## src/zme_params.svh

```systemverilog
// Constants for the zone monitor signal evaluator.
// Assumes inclusion by every design file of the block.
`ifndef ZME_PARAMS_SVH
`define ZME_PARAMS_SVH
`define ZME_NGROUP 4
`define ZME_REG_CTRL 12'h000
`define ZME_REG_STATUS 12'h004
`define ZME_REG_MASK 12'h008
`define ZME_REG_SIGNALS 12'h00c
`define ZME_REG_GRP_CFG 12'h010
`define ZME_REG_GRP_THR 12'h014
`define ZME_REG_GRP_TIME 12'h018
`define ZME_REG_GRP_STRIDE 12'h010
`define ZME_REG_GRP_LAST 12'h04c
`define ZME_PT_THR_RST 16'h0006
`define ZME_WIDTH_THR_RST 16'h0006
`define ZME_CDIST_THR_RST 16'h0014
`define ZME_CLEN_THR_RST 16'h0006
`define ZME_TIME_RST 16'h0000
`define ZME_MODE_RST 2'h1
`define ZME_CTRL_TOOLSEL 0
`define ZME_CFG_MODE_LO 0
`define ZME_CFG_ACTIVE 2
`define ZME_CFG_LEARN 3
`define ZME_CFG_EXCL 4
`define ZME_CFG_LEARNED 5
`define ZME_AXI_OKAY 2'h0
`define ZME_AXI_SLVERR 2'h2
`endif

```

## src/zme_pkg.sv

```systemverilog
// Types shared by the zone monitor signal evaluator.
// Assumes no other package.
package zme_pkg;
  typedef enum logic [1:0] {
    ZME_MODE_POINT = 2'h0,
    ZME_MODE_WIDTH = 2'h1,
    ZME_MODE_CONTOUR = 2'h2
  } zme_mode_t;
  typedef enum logic [2:0] {
    ZME_IDLE = 3'h1,
    ZME_WRESP = 3'h2,
    ZME_RDATA = 3'h4
  } zme_bus_st_t;
endpackage

```

## src/zme_top.sv

```systemverilog
// Zone monitor signal evaluator: per-group detection, exclusion, forcing.
// Assumes per-scan measurements arrive valid on scan_tick, one per group.
//
// The register offsets and the AXI4-Lite slave port are this design's own decisions.
`timescale 1ns/1ps
`include "zme_params.svh"
// Overview of operation
// - Width mode: wide target persisting asserts signals
// - Contour mode: deviation distance and length both over their limits, persisting, give alarm
// - Point/width give three signals; contour alarm only
// - Reset leaves every group in width mode
// - Learning allowed only in width mode
// - Learned matching targets suppress signal generation
// - Learning and exclusion enableable on active groups
// - Forcing inputs honoured only under tool selection
// - Disarm holds alarm inactive while high, unless forced alarm is also high
// - Forced alarm holds alarm active while high
// - Forcing leaves attention and pre-warning alone
// - Any signal change sends status message
module zme_top (
  // Clock and reset
  input wire logic clk,
  input wire logic reset,
  // Scan timing and per-group measurements, area index 0 alarm 1 pre 2 attn
  input wire logic scan_tick,
  input wire logic [3*16*`ZME_NGROUP-1:0] point_count,
  input wire logic [3*16*`ZME_NGROUP-1:0] target_width,
  input wire logic [16*`ZME_NGROUP-1:0] contour_dev_dist,
  input wire logic [16*`ZME_NGROUP-1:0] contour_dev_len,
  input wire logic [`ZME_NGROUP-1:0] target_matches_db,
  input wire logic [`ZME_NGROUP-1:0] learn_done,
  // Forcing terminals
  input wire logic disarm_input,
  input wire logic force_alarm_input,
  // Monitoring outputs
  output logic alarm_out,
  output logic prewarn_out,
  output logic attention_out,
  output logic status_msg,
  output logic [5:0] status_bits,
  output logic [`ZME_NGROUP-1:0] learn_enable,
  output logic irq,
  // AXI4-Lite
  input wire logic [11:0] s_axi_awaddr,
  input wire logic s_axi_awvalid,
  output logic s_axi_awready,
  input wire logic [31:0] s_axi_wdata,
  input wire logic [3:0] s_axi_wstrb,
  input wire logic s_axi_wvalid,
  output logic s_axi_wready,
  output logic [1:0] s_axi_bresp,
  output logic s_axi_bvalid,
  input wire logic s_axi_bready,
  input wire logic [11:0] s_axi_araddr,
  input wire logic s_axi_arvalid,
  output logic s_axi_arready,
  output logic [31:0] s_axi_rdata,
  output logic [1:0] s_axi_rresp,
  output logic s_axi_rvalid,
  input wire logic s_axi_rready
);
  localparam int NG = `ZME_NGROUP;

  logic wr_en;
  logic [11:0] wr_addr;
  logic [31:0] wr_data;
  logic [3:0] wr_strb;
  logic wr_ok;
  logic rd_en;
  logic [11:0] rd_addr;
  logic [31:0] rd_data;
  logic rd_ok;

  logic toolsel_q;
  logic [5:0] stat_q;
  logic [5:0] mask_q;
  logic [5:0] cfg_q [NG];
  logic [31:0] thr_q [NG];
  logic [31:0] time_q [NG];
  logic [2:0] raw [NG];
  logic [2:0] det;
  logic alarm_d;
  logic [2:0] sig_d;
  logic [2:0] sig_q;
  logic [2:0] grp_sig_q;
  logic [5:0] ev;

  zme_axil u_bus (
    .clk(clk), .reset(reset),
    .s_axi_awaddr(s_axi_awaddr), .s_axi_awvalid(s_axi_awvalid),
    .s_axi_awready(s_axi_awready), .s_axi_wdata(s_axi_wdata),
    .s_axi_wstrb(s_axi_wstrb), .s_axi_wvalid(s_axi_wvalid),
    .s_axi_wready(s_axi_wready), .s_axi_bresp(s_axi_bresp),
    .s_axi_bvalid(s_axi_bvalid), .s_axi_bready(s_axi_bready),
    .s_axi_araddr(s_axi_araddr), .s_axi_arvalid(s_axi_arvalid),
    .s_axi_arready(s_axi_arready), .s_axi_rdata(s_axi_rdata),
    .s_axi_rresp(s_axi_rresp), .s_axi_rvalid(s_axi_rvalid),
    .s_axi_rready(s_axi_rready),
    .wr_en(wr_en), .wr_addr(wr_addr), .wr_data(wr_data), .wr_strb(wr_strb),
    .wr_ok(wr_ok), .rd_en(rd_en), .rd_addr(rd_addr), .rd_data(rd_data),
    .rd_ok(rd_ok)
  );

  // Group register index from address, or NG when not a group address
  function automatic int grp_of(input logic [11:0] a);
    if (a >= `ZME_REG_GRP_CFG && a <= `ZME_REG_GRP_LAST && a[1:0] == 2'h0) begin
      return int'((a - `ZME_REG_GRP_CFG) / `ZME_REG_GRP_STRIDE);
    end
    return NG;
  endfunction

  function automatic logic [1:0] sub_of(input logic [11:0] a);
    logic [11:0] r;
    r = a - `ZME_REG_GRP_CFG;
    return r[3:2];
  endfunction

  function automatic logic [15:0] f16(input logic [31:0] w, input logic hi);
    return hi ? w[31:16] : w[15:0];
  endfunction

  // Write decode
  always_comb begin
    wr_ok = 1'b1;
    if (wr_addr == `ZME_REG_CTRL || wr_addr == `ZME_REG_MASK) begin
      wr_ok = 1'b1;
    end else if (wr_addr == `ZME_REG_STATUS || wr_addr == `ZME_REG_SIGNALS) begin
      wr_ok = 1'b1;
    end else if (grp_of(wr_addr) < NG && sub_of(wr_addr) != 2'h3) begin
      wr_ok = 1'b1;
    end else begin
      wr_ok = 1'b0;
    end
  end

  always_ff @(posedge clk) begin
    if (reset) begin
      toolsel_q <= 1'b0;
      mask_q <= 6'h00;
    end else if (wr_en && wr_strb[0]) begin
      if (wr_addr == `ZME_REG_CTRL) begin
        toolsel_q <= wr_data[`ZME_CTRL_TOOLSEL];
      end else if (wr_addr == `ZME_REG_MASK) begin
        mask_q <= wr_data[5:0];
      end
    end
  end

  // Per-group configuration; mode defaults to target width
  always_ff @(posedge clk) begin
    for (int g = 0; g < NG; g++) begin
      if (reset) begin
        cfg_q[g] <= {3'h0, 1'b0, `ZME_MODE_RST};
        thr_q[g] <= {`ZME_CDIST_THR_RST, `ZME_WIDTH_THR_RST};
        time_q[g] <= {`ZME_CLEN_THR_RST, `ZME_TIME_RST};
      end else if (wr_en && grp_of(wr_addr) == g) begin
        if (sub_of(wr_addr) == 2'h0 && wr_strb[0]) begin
          cfg_q[g] <= wr_data[5:0];
        end else if (sub_of(wr_addr) == 2'h1) begin
          thr_q[g] <= wr_data;
        end else if (sub_of(wr_addr) == 2'h2) begin
          time_q[g] <= wr_data;
        end
      end
    end
  end

  // Learning permitted only on active width-mode groups
  always_ff @(posedge clk) begin
    for (int g = 0; g < NG; g++) begin
      if (reset) begin
        learn_enable[g] <= 1'b0;
      end else begin
        learn_enable[g] <= cfg_q[g][`ZME_CFG_LEARN] && cfg_q[g][`ZME_CFG_ACTIVE]
          && cfg_q[g][`ZME_CFG_MODE_LO +: 2] == zme_pkg::ZME_MODE_WIDTH;
      end
    end
  end

  // Per-group, per-area detection; thr low half is point or width limit
  genvar gi, ai;
  generate
    for (gi = 0; gi < NG; gi++) begin : g_grp
      logic excl;
      logic [1:0] md;
      assign md = cfg_q[gi][`ZME_CFG_MODE_LO +: 2];
      assign excl = cfg_q[gi][`ZME_CFG_EXCL] && learn_done[gi]
        && target_matches_db[gi];
      for (ai = 0; ai < 3; ai++) begin : g_area
        logic cond;
        logic lvl;
        logic [15:0] pc;
        logic [15:0] tw;
        assign pc = point_count[(gi*3+ai)*16 +: 16];
        assign tw = target_width[(gi*3+ai)*16 +: 16];
        always_comb begin
          cond = 1'b0;
          case (md)
            zme_pkg::ZME_MODE_POINT: cond = pc > thr_q[gi][15:0];
            zme_pkg::ZME_MODE_WIDTH: cond = tw > thr_q[gi][15:0];
            zme_pkg::ZME_MODE_CONTOUR: begin
              if (ai == 0) begin
                cond = contour_dev_dist[gi*16 +: 16] > f16(thr_q[gi], 1'b1)
                  && contour_dev_len[gi*16 +: 16] > f16(time_q[gi], 1'b1);
              end
            end
            default: cond = 1'b0;
          endcase
          cond = cond && cfg_q[gi][`ZME_CFG_ACTIVE] && !excl;
        end
        zme_persist u_p (
          .clk(clk), .reset(reset), .scan_tick(scan_tick), .cond(cond),
          .limit(time_q[gi][15:0]), .level(lvl)
        );
        assign raw[gi][ai] = lvl;
      end
    end
  endgenerate

  always_comb begin
    det = 3'h0;
    for (int g = 0; g < NG; g++) begin
      det = det | raw[g];
    end
  end

  // Forcing: only under tool selection; forced alarm beats disarm
  always_comb begin
    alarm_d = det[0];
    if (toolsel_q) begin
      if (force_alarm_input) begin
        alarm_d = 1'b1;
      end else if (disarm_input) begin
        alarm_d = 1'b0;
      end
    end
    sig_d = {det[2], det[1], alarm_d};
  end

  // Inputs are level sampled every clock, far faster than a scan cycle
  always_ff @(posedge clk) begin
    if (reset) begin
      sig_q <= 3'h0;
      grp_sig_q <= 3'h0;
      alarm_out <= 1'b0;
      prewarn_out <= 1'b0;
      attention_out <= 1'b0;
      status_bits <= 6'h00;
    end else begin
      sig_q <= sig_d;
      grp_sig_q <= det;
      alarm_out <= sig_d[0];
      prewarn_out <= sig_d[1];
      attention_out <= sig_d[2];
      status_bits <= {sig_d[2], det[2], sig_d[1], det[1], sig_d[0], det[0]};
    end
  end

  // Status message pulse on any change, forced ones included
  always_ff @(posedge clk) begin
    if (reset) begin
      status_msg <= 1'b0;
    end else begin
      status_msg <= sig_d != sig_q;
    end
  end

  // Sticky events: bit 2n group, bit 2n+1 output rises/falls of alarm, prewarn, attention
  assign ev = {sig_d[2] ^ sig_q[2], det[2] ^ grp_sig_q[2],
               sig_d[1] ^ sig_q[1], det[1] ^ grp_sig_q[1],
               sig_d[0] ^ sig_q[0], det[0] ^ grp_sig_q[0]};

  always_ff @(posedge clk) begin
    if (reset) begin
      stat_q <= 6'h00;
    end else if (rd_en && rd_addr == `ZME_REG_STATUS) begin
      stat_q <= ev;
    end else begin
      stat_q <= stat_q | ev;
    end
  end

  always_ff @(posedge clk) begin
    if (reset) begin
      irq <= 1'b0;
    end else begin
      irq <= |((stat_q | ev) & mask_q);
    end
  end

  // Read decode
  always_comb begin
    rd_data = 32'h0000_0000;
    rd_ok = 1'b1;
    if (rd_addr == `ZME_REG_CTRL) begin
      rd_data = {31'h0, toolsel_q};
    end else if (rd_addr == `ZME_REG_STATUS) begin
      rd_data = {26'h0, stat_q};
    end else if (rd_addr == `ZME_REG_MASK) begin
      rd_data = {26'h0, mask_q};
    end else if (rd_addr == `ZME_REG_SIGNALS) begin
      rd_data = {24'h0, disarm_input, force_alarm_input, status_bits};
    end else if (grp_of(rd_addr) < NG && sub_of(rd_addr) == 2'h0) begin
      rd_data = {26'h0, learn_done[grp_of(rd_addr)], cfg_q[grp_of(rd_addr)][4:0]};
    end else if (grp_of(rd_addr) < NG && sub_of(rd_addr) == 2'h1) begin
      rd_data = thr_q[grp_of(rd_addr)];
    end else if (grp_of(rd_addr) < NG && sub_of(rd_addr) == 2'h2) begin
      rd_data = time_q[grp_of(rd_addr)];
    end else begin
      rd_ok = 1'b0;
    end
  end

  // Learning gate watched on every group, not only the first
  a_force_wins: assert property (@(posedge clk) disable iff (reset)
    toolsel_q && force_alarm_input |=> alarm_out)
    else $error("alarm not forced");
  a_disarm_holds: assert property (@(posedge clk) disable iff (reset)
    toolsel_q && disarm_input && !force_alarm_input |=> !alarm_out)
    else $error("alarm not disarmed");
  a_both_high: assert property (@(posedge clk) disable iff (reset)
    toolsel_q && disarm_input && force_alarm_input |=> alarm_out)
    else $error("force did not win");
  a_io_ignored: assert property (@(posedge clk) disable iff (reset)
    !toolsel_q |=> alarm_out == $past(det[0]))
    else $error("forcing honoured under io selection");
  a_others_free: assert property (@(posedge clk) disable iff (reset)
    1'b1 |=> prewarn_out == $past(det[1]) && attention_out == $past(det[2]))
    else $error("forcing touched other signals");
  a_msg_change: assert property (@(posedge clk) disable iff (reset)
    $changed({alarm_out, prewarn_out, attention_out}) |-> status_msg)
    else $error("no status message on change");
  for (genvar lg = 0; lg < NG; lg++) begin : g_learn_chk
    a_learn_gate: assert property (@(posedge clk) disable iff (reset)
      learn_enable[lg] |-> $past(cfg_q[lg][`ZME_CFG_MODE_LO +: 2]) == zme_pkg::ZME_MODE_WIDTH)
      else $error("learning outside width mode");
  end
  a_mode_reset: assert property (@(posedge clk)
    $past(reset) && !reset |-> cfg_q[0][`ZME_CFG_MODE_LO +: 2] == zme_pkg::ZME_MODE_WIDTH)
    else $error("reset mode not width");
endmodule

```

## src/zme_persist.sv

```systemverilog
// Persistence filter: level rises once cond has held beyond a scan count.
// Assumes scan_tick is a one-cycle pulse per scan cycle.
`timescale 1ns/1ps
`include "zme_params.svh"
module zme_persist (
  // Clock and reset
  input wire logic clk,
  input wire logic reset,
  // Scan timing and condition
  input wire logic scan_tick,
  input wire logic cond,
  input wire logic [15:0] limit,
  // Result
  output logic level
);
  logic [15:0] cnt_q;

  // Strictly longer than limit: needs limit+1 consecutive true scans
  always_ff @(posedge clk) begin
    if (reset) begin
      cnt_q <= `ZME_TIME_RST;
      level <= 1'b0;
    end else if (scan_tick) begin
      if (!cond) begin
        cnt_q <= `ZME_TIME_RST;
        level <= 1'b0;
      end else if (cnt_q >= limit) begin
        level <= 1'b1;
      end else begin
        cnt_q <= cnt_q + 16'h0001;
      end
    end
  end

  a_persist_drop: assert property (@(posedge clk) disable iff (reset)
    scan_tick && !cond |=> !level)
    else $error("persist level stayed after condition fell");
endmodule

```

## src/zme_axil.sv

```systemverilog
// AXI4-Lite slave front end: one write and one read at a time.
// Assumes a single clock and a synchronous reset.
`timescale 1ns/1ps
`include "zme_params.svh"
module zme_axil (
  // Clock and reset
  input wire logic clk,
  input wire logic reset,
  // Write address and data
  input wire logic [11:0] s_axi_awaddr,
  input wire logic s_axi_awvalid,
  output logic s_axi_awready,
  input wire logic [31:0] s_axi_wdata,
  input wire logic [3:0] s_axi_wstrb,
  input wire logic s_axi_wvalid,
  output logic s_axi_wready,
  // Write response
  output logic [1:0] s_axi_bresp,
  output logic s_axi_bvalid,
  input wire logic s_axi_bready,
  // Read address and data
  input wire logic [11:0] s_axi_araddr,
  input wire logic s_axi_arvalid,
  output logic s_axi_arready,
  output logic [31:0] s_axi_rdata,
  output logic [1:0] s_axi_rresp,
  output logic s_axi_rvalid,
  input wire logic s_axi_rready,
  // Register side
  output logic wr_en,
  output logic [11:0] wr_addr,
  output logic [31:0] wr_data,
  output logic [3:0] wr_strb,
  input wire logic wr_ok,
  output logic rd_en,
  output logic [11:0] rd_addr,
  input wire logic [31:0] rd_data,
  input wire logic rd_ok
);
  logic aw_have_q;
  logic w_have_q;
  logic [11:0] aw_q;
  logic [31:0] wd_q;
  logic [3:0] ws_q;

  assign wr_en = aw_have_q && w_have_q && !s_axi_bvalid;
  assign wr_addr = aw_q;
  assign wr_data = wd_q;
  assign wr_strb = ws_q;
  assign rd_en = s_axi_arvalid && s_axi_arready;
  assign rd_addr = s_axi_araddr;

  // Address and data accepted in either order
  always_ff @(posedge clk) begin
    if (reset) begin
      aw_have_q <= 1'b0;
      w_have_q <= 1'b0;
      aw_q <= 12'h000;
      wd_q <= 32'h0000_0000;
      ws_q <= 4'h0;
      s_axi_awready <= 1'b0;
      s_axi_wready <= 1'b0;
      s_axi_bvalid <= 1'b0;
      s_axi_bresp <= 2'h0;
    end else begin
      s_axi_awready <= !aw_have_q && !s_axi_awready && !s_axi_bvalid;
      s_axi_wready <= !w_have_q && !s_axi_wready && !s_axi_bvalid;
      if (s_axi_awvalid && s_axi_awready) begin
        aw_have_q <= 1'b1;
        aw_q <= s_axi_awaddr;
        s_axi_awready <= 1'b0;
      end
      if (s_axi_wvalid && s_axi_wready) begin
        w_have_q <= 1'b1;
        wd_q <= s_axi_wdata;
        ws_q <= s_axi_wstrb;
        s_axi_wready <= 1'b0;
      end
      if (wr_en) begin
        s_axi_bvalid <= 1'b1;
        s_axi_bresp <= wr_ok ? `ZME_AXI_OKAY : `ZME_AXI_SLVERR;
        aw_have_q <= 1'b0;
        w_have_q <= 1'b0;
      end else if (s_axi_bvalid && s_axi_bready) begin
        s_axi_bvalid <= 1'b0;
      end
    end
  end

  always_ff @(posedge clk) begin
    if (reset) begin
      s_axi_arready <= 1'b0;
      s_axi_rvalid <= 1'b0;
      s_axi_rdata <= 32'h0000_0000;
      s_axi_rresp <= 2'h0;
    end else begin
      s_axi_arready <= !s_axi_arready && !s_axi_rvalid && !rd_en;
      if (rd_en) begin
        s_axi_arready <= 1'b0;
        s_axi_rvalid <= 1'b1;
        s_axi_rdata <= rd_data;
        s_axi_rresp <= rd_ok ? `ZME_AXI_OKAY : `ZME_AXI_SLVERR;
      end else if (s_axi_rvalid && s_axi_rready) begin
        s_axi_rvalid <= 1'b0;
      end
    end
  end
endmodule

```

## config.mk

```make
export PLATFORM = sky130hd
export DESIGN_NAME = zme_top
export DESIGN_NICKNAME = d
export VERILOG_FILES = /design/src/zme_pkg.sv /design/src/zme_top.sv /design/src/zme_persist.sv /design/src/zme_axil.sv
export VERILOG_INCLUDE_DIRS = /design/src
export SDC_FILE = /design/constraint.sdc
export NUM_CORES = 2
export LEC_CHECK = 0
export BUFFER_PORTS_ARGS = -buffer_cell sky130_fd_sc_hd__buf_2
export CORE_ASPECT_RATIO = 0.75
export CORE_UTILIZATION = 40
export DETAILED_ROUTE_END_ITERATION = 10
export PLACE_DENSITY = 0.59
export SYNTH_ARGS = -nofsm -noshare
export SYNTH_HDL_FRONTEND = slang
export SYNTH_HIERARCHICAL = 1
export SYNTH_SLANG_ARGS = --single-unit
```

## constraint.sdc

```tcl
create_clock -name clk -period 3.9 [get_ports clk]
set_input_delay 0.39 -clock clk [delete_from_list [all_inputs] [get_ports clk]]
set_output_delay 0.39 -clock clk [all_outputs]
set_load 0.03 [all_outputs]
```

### After elaboration in Yosys (flattened, before gate mapping)

Memory sizes are Yosys's and may differ from the RTL's.
Cells that the tools add are included.

* RAM bits: 280
* output and inout bits: 56
* memories: 3
* flip-flop bits (word level): 325
* bits of input ports: 590

* bitwise gates (word level): 24
* mux-type cells: 230
* $lt $le $gt $ge: 53
* add/sub/neg operators: 16
* equal/unequal tests: 47
* reduce and logical (&&, ||, !) cells: 130

Memories
* thr_q: depth 4, bits a word 32, read ports 5, clocked after Yosys merged registers in 0, wr ports 4, line zme_top.sv:78 `logic [31:0] thr_q [NG];`
* time_q: depth 4, bits a word 32, read ports 5, clocked after Yosys merged registers in 0, wr ports 4, line zme_top.sv:79 `logic [31:0] time_q [NG];`
* cfg_q: depth 4, bits a word 6, read ports 5, clocked after Yosys merged registers in 0, wr ports 4, line zme_top.sv:77 `logic [5:0] cfg_q [NG];`

Operators with widths (count)
* 32-bit 2-to-1 mux: 39
* 16-bit > comparator: 32
* 16-bit 2-to-1 mux: 24
* 28-bit 2-to-1 mux: 7
* 16-bit by 1-bit adder with 16-bit output (second input constant): 12
* 16-bit greater-or-equal comparator: 12
* 32-bit by 4-bit < comparator with 1-bit output (second input constant): 5
* 1-bit 2-to-1 mux: 125
* 1-bit logical AND: 72
* 32-bit by 3-bit equality test with 1-bit output (second input constant): 2
* 2-bit != test (second input constant): 25
* 2-bit AND reduction: 25
* 12-bit by 4-bit equality test with 1-bit output (second input constant): 4
* 2-bit 2-to-1 mux: 17
* 32-bit by 2-bit equality test with 1-bit output (second input constant): 1
* 32-bit zero test: 1
* 6-bit 2-to-1 mux: 5
* 12-bit by 5-bit subtractor with 13-bit output (second input constant): 2
* 12-bit by 3-bit equality test with 1-bit output (second input constant): 2
* 12-bit by 5-bit greater-or-equal comparator with 1-bit output (second input constant): 2
* 12-bit by 7-bit <= comparator with 1-bit output (second input constant): 2
* 12-bit zero test: 2
* 2-bit zero test: 8
* 1-bit one-hot mux with 2 select lines: 8
* other kinds (18): 66

### Longest topological paths before layout

An unclocked memory read counts as a cell.

* depth in word-level cells: 66
* mapped depth: 17
* depth with buffers taken out: 14

### Modules after synthesis

The synthesis kept the hierarchy.

By module, submodules not included
* zme_top: cells an instance 2750, times used 1, area each 26359.0 sq um, sequential area each 8748.4 sq um
* zme_persist: cells an instance 167, times used 12, area each 1280.0 sq um, sequential area each 340.3 sq um
* zme_axil: cells an instance 394, times used 1, area each 3328.2 sq um, sequential area each 1781.7 sq um

### Worst setup path before layout

No wires, ideal clock.

* path type: flip-flop to flip-flop
* from: reg u_bus.aw_q[4] (netlist: u_bus/wr_addr[4])
* to: mem time_q[2][0] (enable)
* arrival: 3381 ps
* setup time: 428 ps
* cell stages (with the launch flop): 9
* path slack: 91 ps
* period minus slack after synthesis: 3809 ps
* path through: dfxtp_1 inv_1 ha_1 o41ai_1 nand4_1 nor3_1 nand2_1 clkbuf_1 o21bai_1

RTL lines
* from (decl): line zme_axil.sv:42 `logic [11:0] aw_q;`
* from (signal assigned): line zme_axil.sv:70 `aw_q <= s_axi_awaddr;`
* to (decl): line zme_top.sv:79

==> reports/metrics.yaml <==
floorplan:
  die_w_um: 389
  initial_core_util_pct: 40.3
  core_um2: 111000
  fp.dieArea_um2: 114000
  rows: 106
  io_pins: 646
  die_height_um: 292
power_and_ir_drop:
  ir_worst_vdd_v: 0.000304
  switching_share_pct: 27.5
  p_switching_mw: 4.35
  combPwrFrac_pct: 13.8
  powerDensity_nw_per_um2: 297
  p_int_mw: 11.4
  finalPower_mw: 15.8
  p_clk_share_pct: 43.2
  pwr-share-seq_pct: 43.0
  leakage_nw: 23.3
timing:
  finalCriticalPeriod_ns: 3.72
  final.setup.worst_slack_ns: 0.183
  worst_clock_skew_ns: 0.0381
  rsz0062_at_grt: "false"
  fin_setup_tns_ns: 0
  finalHoldViolations: 0
  timing.hold.ws_ns: 0.0275
  report.final.setup_viol: 0
  slew_viol_final: 0
  min_period_over_period_pct: 95.3
  worst_pin_slew_ns: 1.08
  max_freq_mhz: 269
  slew_headroom_pct: 27.6
status:
  status: "finished clean"
logic_synthesis:
  syn_inst: 5136
  yosysWarnings: 6
  syn_area_um2: 44900
  avgSynthCellArea_um2: 8.75
worst_setup_path:
  worstPathRequired_ns: 4.48
  crit_type: "flop to flop"
  worstSetupStartpointType: "flop"
  endpoint_kind: "flop"
  cp_data_arrival_time_ns: 4.30
  crit_fanout: 4
final_layout:
  syn2layout_area_growth_pct: 18.4
  final_area_um2: 53200
  drive_gt1_share_pct: 17.1
  final_nets: 7196
  n_fill_cell: 10700
placement:
  io_buffer_count: 640
  routabilityCongestion: 0.960
  place_area_um2: 50500
  place_ws_ns: 0.185
  dp_hpwl_um: 140000
global_routing:
  grt-ovfl-total: 0
  grt-busiest-layer: "met2"
  track_usage_pct: 29.7
  use_met3_pct: 5.75
  met1_usage_pct: 41.7
  grt_pass1_vias: 39900
  grt_max_degree: 118
  antenna_found_initial: 30
  grt_use_met2_pct: 45.9
  grt_pass1_wl_um: 255000
detailed_routing:
  wl_per_cell_um: 23.5
  drt-vias-per-instance: 5.75
  firstDrtPassIters: 6
  drtIter0Drc: 4111
  num_vias: 42600
  drcViolationCount: 0
  drt-total-wl_um: 174000
  ant_nets: 0
clock_network:
  cts_tree: "yes"
  ctsHtreeMaxLevel: 3
  clkLatencyLatePin_ns: 0.66
  clk_pin_slew_ns: 0.06
  cts_sinks: 589
  cts_inserted_buffers: 66
  clk_path_buf_depth: 3
  clockRootBuffer: "clkbuf_16"
  post_cts_buffers: 0
worst_hold_path:
  hold_class: "primary input to flop"
flow_run:
  maxCapViolations: 0
[final cells by class]
| cell class | instances | area [µm²] | area share, % |
|---|---|---|---|
| timing repair buffer | 825 | 4780 | 8.98 |
| multi-input combinational | 3932 | 27900 | 52.5 |
| clock buffer | 87 | 1860 | 3.51 |
| sequential | 589 | 14600 | 27.4 |
| tap | 1458 | 1820 | 3.43 |
| clock inverter | 34 | 464 | 0.873 |
| inverter | 470 | 1760 | 3.32 |
| antenna | 14 | 35.0 | 0.0659 |
[worst max-delay path, stage by stage, from the launching register on]
cell and delay, ns:
edfxtp_1 0.35, inv_1 0.06, ha_1 0.30, nand4_1 0.09, or2_2 0.33, a211o_1 0.27
o2111ai_1 0.13, buf_4 0.20, o211ai_1 0.18, buf_12 0.21, o211ai_1 0.10, buf_4 0.20
and3_1 0.19, inv_1 0.07, nor2_1 0.23, nand2_1 0.13, or4_1 0.49, nand3_1 0.10
[stage by stage]
step / instances / utilization, %
after global placement: 7243 / 45.3
after global routing: 7405 / 47.7
final: 7409 / 47.7
after CTS: 7395 / 47.7
after detailed placement: 7243 / 45.3
after floorplan: 5137 / -
[power groups by stage]
stage	clock network, mW	logic, mW	registers [mW]
CTS	6.89	2.16	6.78
global route	7.15	2.42	6.79
finish	6.82	2.18	6.79
detailed placement	0	2.12	6.92
floorplan	0	1.22	6.81
global placement	0	2.08	6.91
[per-layer routing]
layer	wire length, µm	vias to the layer above
met2	74800	1755
met5	175	-
met3	15900	278
li1	-	20300
met1	77400	20300
met4	5500	26
[final timing paths]
path	from	endpoint	slack [ns]	cells past startpoint
setup / recovery	time_q[2][31]	g_grp[2].g_area[0].u_p/cnt_q[6]	0.18	17
setup reg to reg	time_q[2][31]	g_grp[2].g_area[0].u_p/cnt_q[6]	0.18	17
hold reg to reg	u_bus/s_axi_rdata[14]	u_bus/s_axi_rdata[14]	0.45	2
hold / removal	s_axi_wdata[23]	u_bus/wr_data[23]	0.03	3
[cells in the final DEF (no fill, tap or decap), drive strengths merged, types with 30 or more instances in the layout]
cell and count:
buf 794, ha 722, nand2 559, inv 477, a21oi 374, dfxtp 313
nor2 287, edfxtp 276, and2 274, o21ai 238, nand3 154, nand4 149
a21o 148, o211ai 135, a211oi 90, or4 89, clkbuf 87, or3 82
mux2i 81, nor3 80, nor2b 65, a31oi 49, dlygate4sd3 31, o2111ai 30
a211o 30
[repair_timing]
item	CTS	global route
gates resized for setup	0	1
endpoints found under the setup margin	0	1
hold endpoints to repair	31	0
hold buffers	31	0
[flip-flops by register name, summed over array words and instances (netlist names), 3 cells and up]
name                    cells
learn_enable                4
time_q                    128
thr_q                     128
stat_q                      6
g_grp.g_area.u_p/level     12
u_bus/wr_data              32
u_bus/s_axi_rdata          32
status_bits                 3
mask_q                      6
g_grp.g_area.u_p/cnt_q    192
u_bus/wr_addr              12
cfg_q                      20
Note: power is estimated with default switching activity, not from simulation.
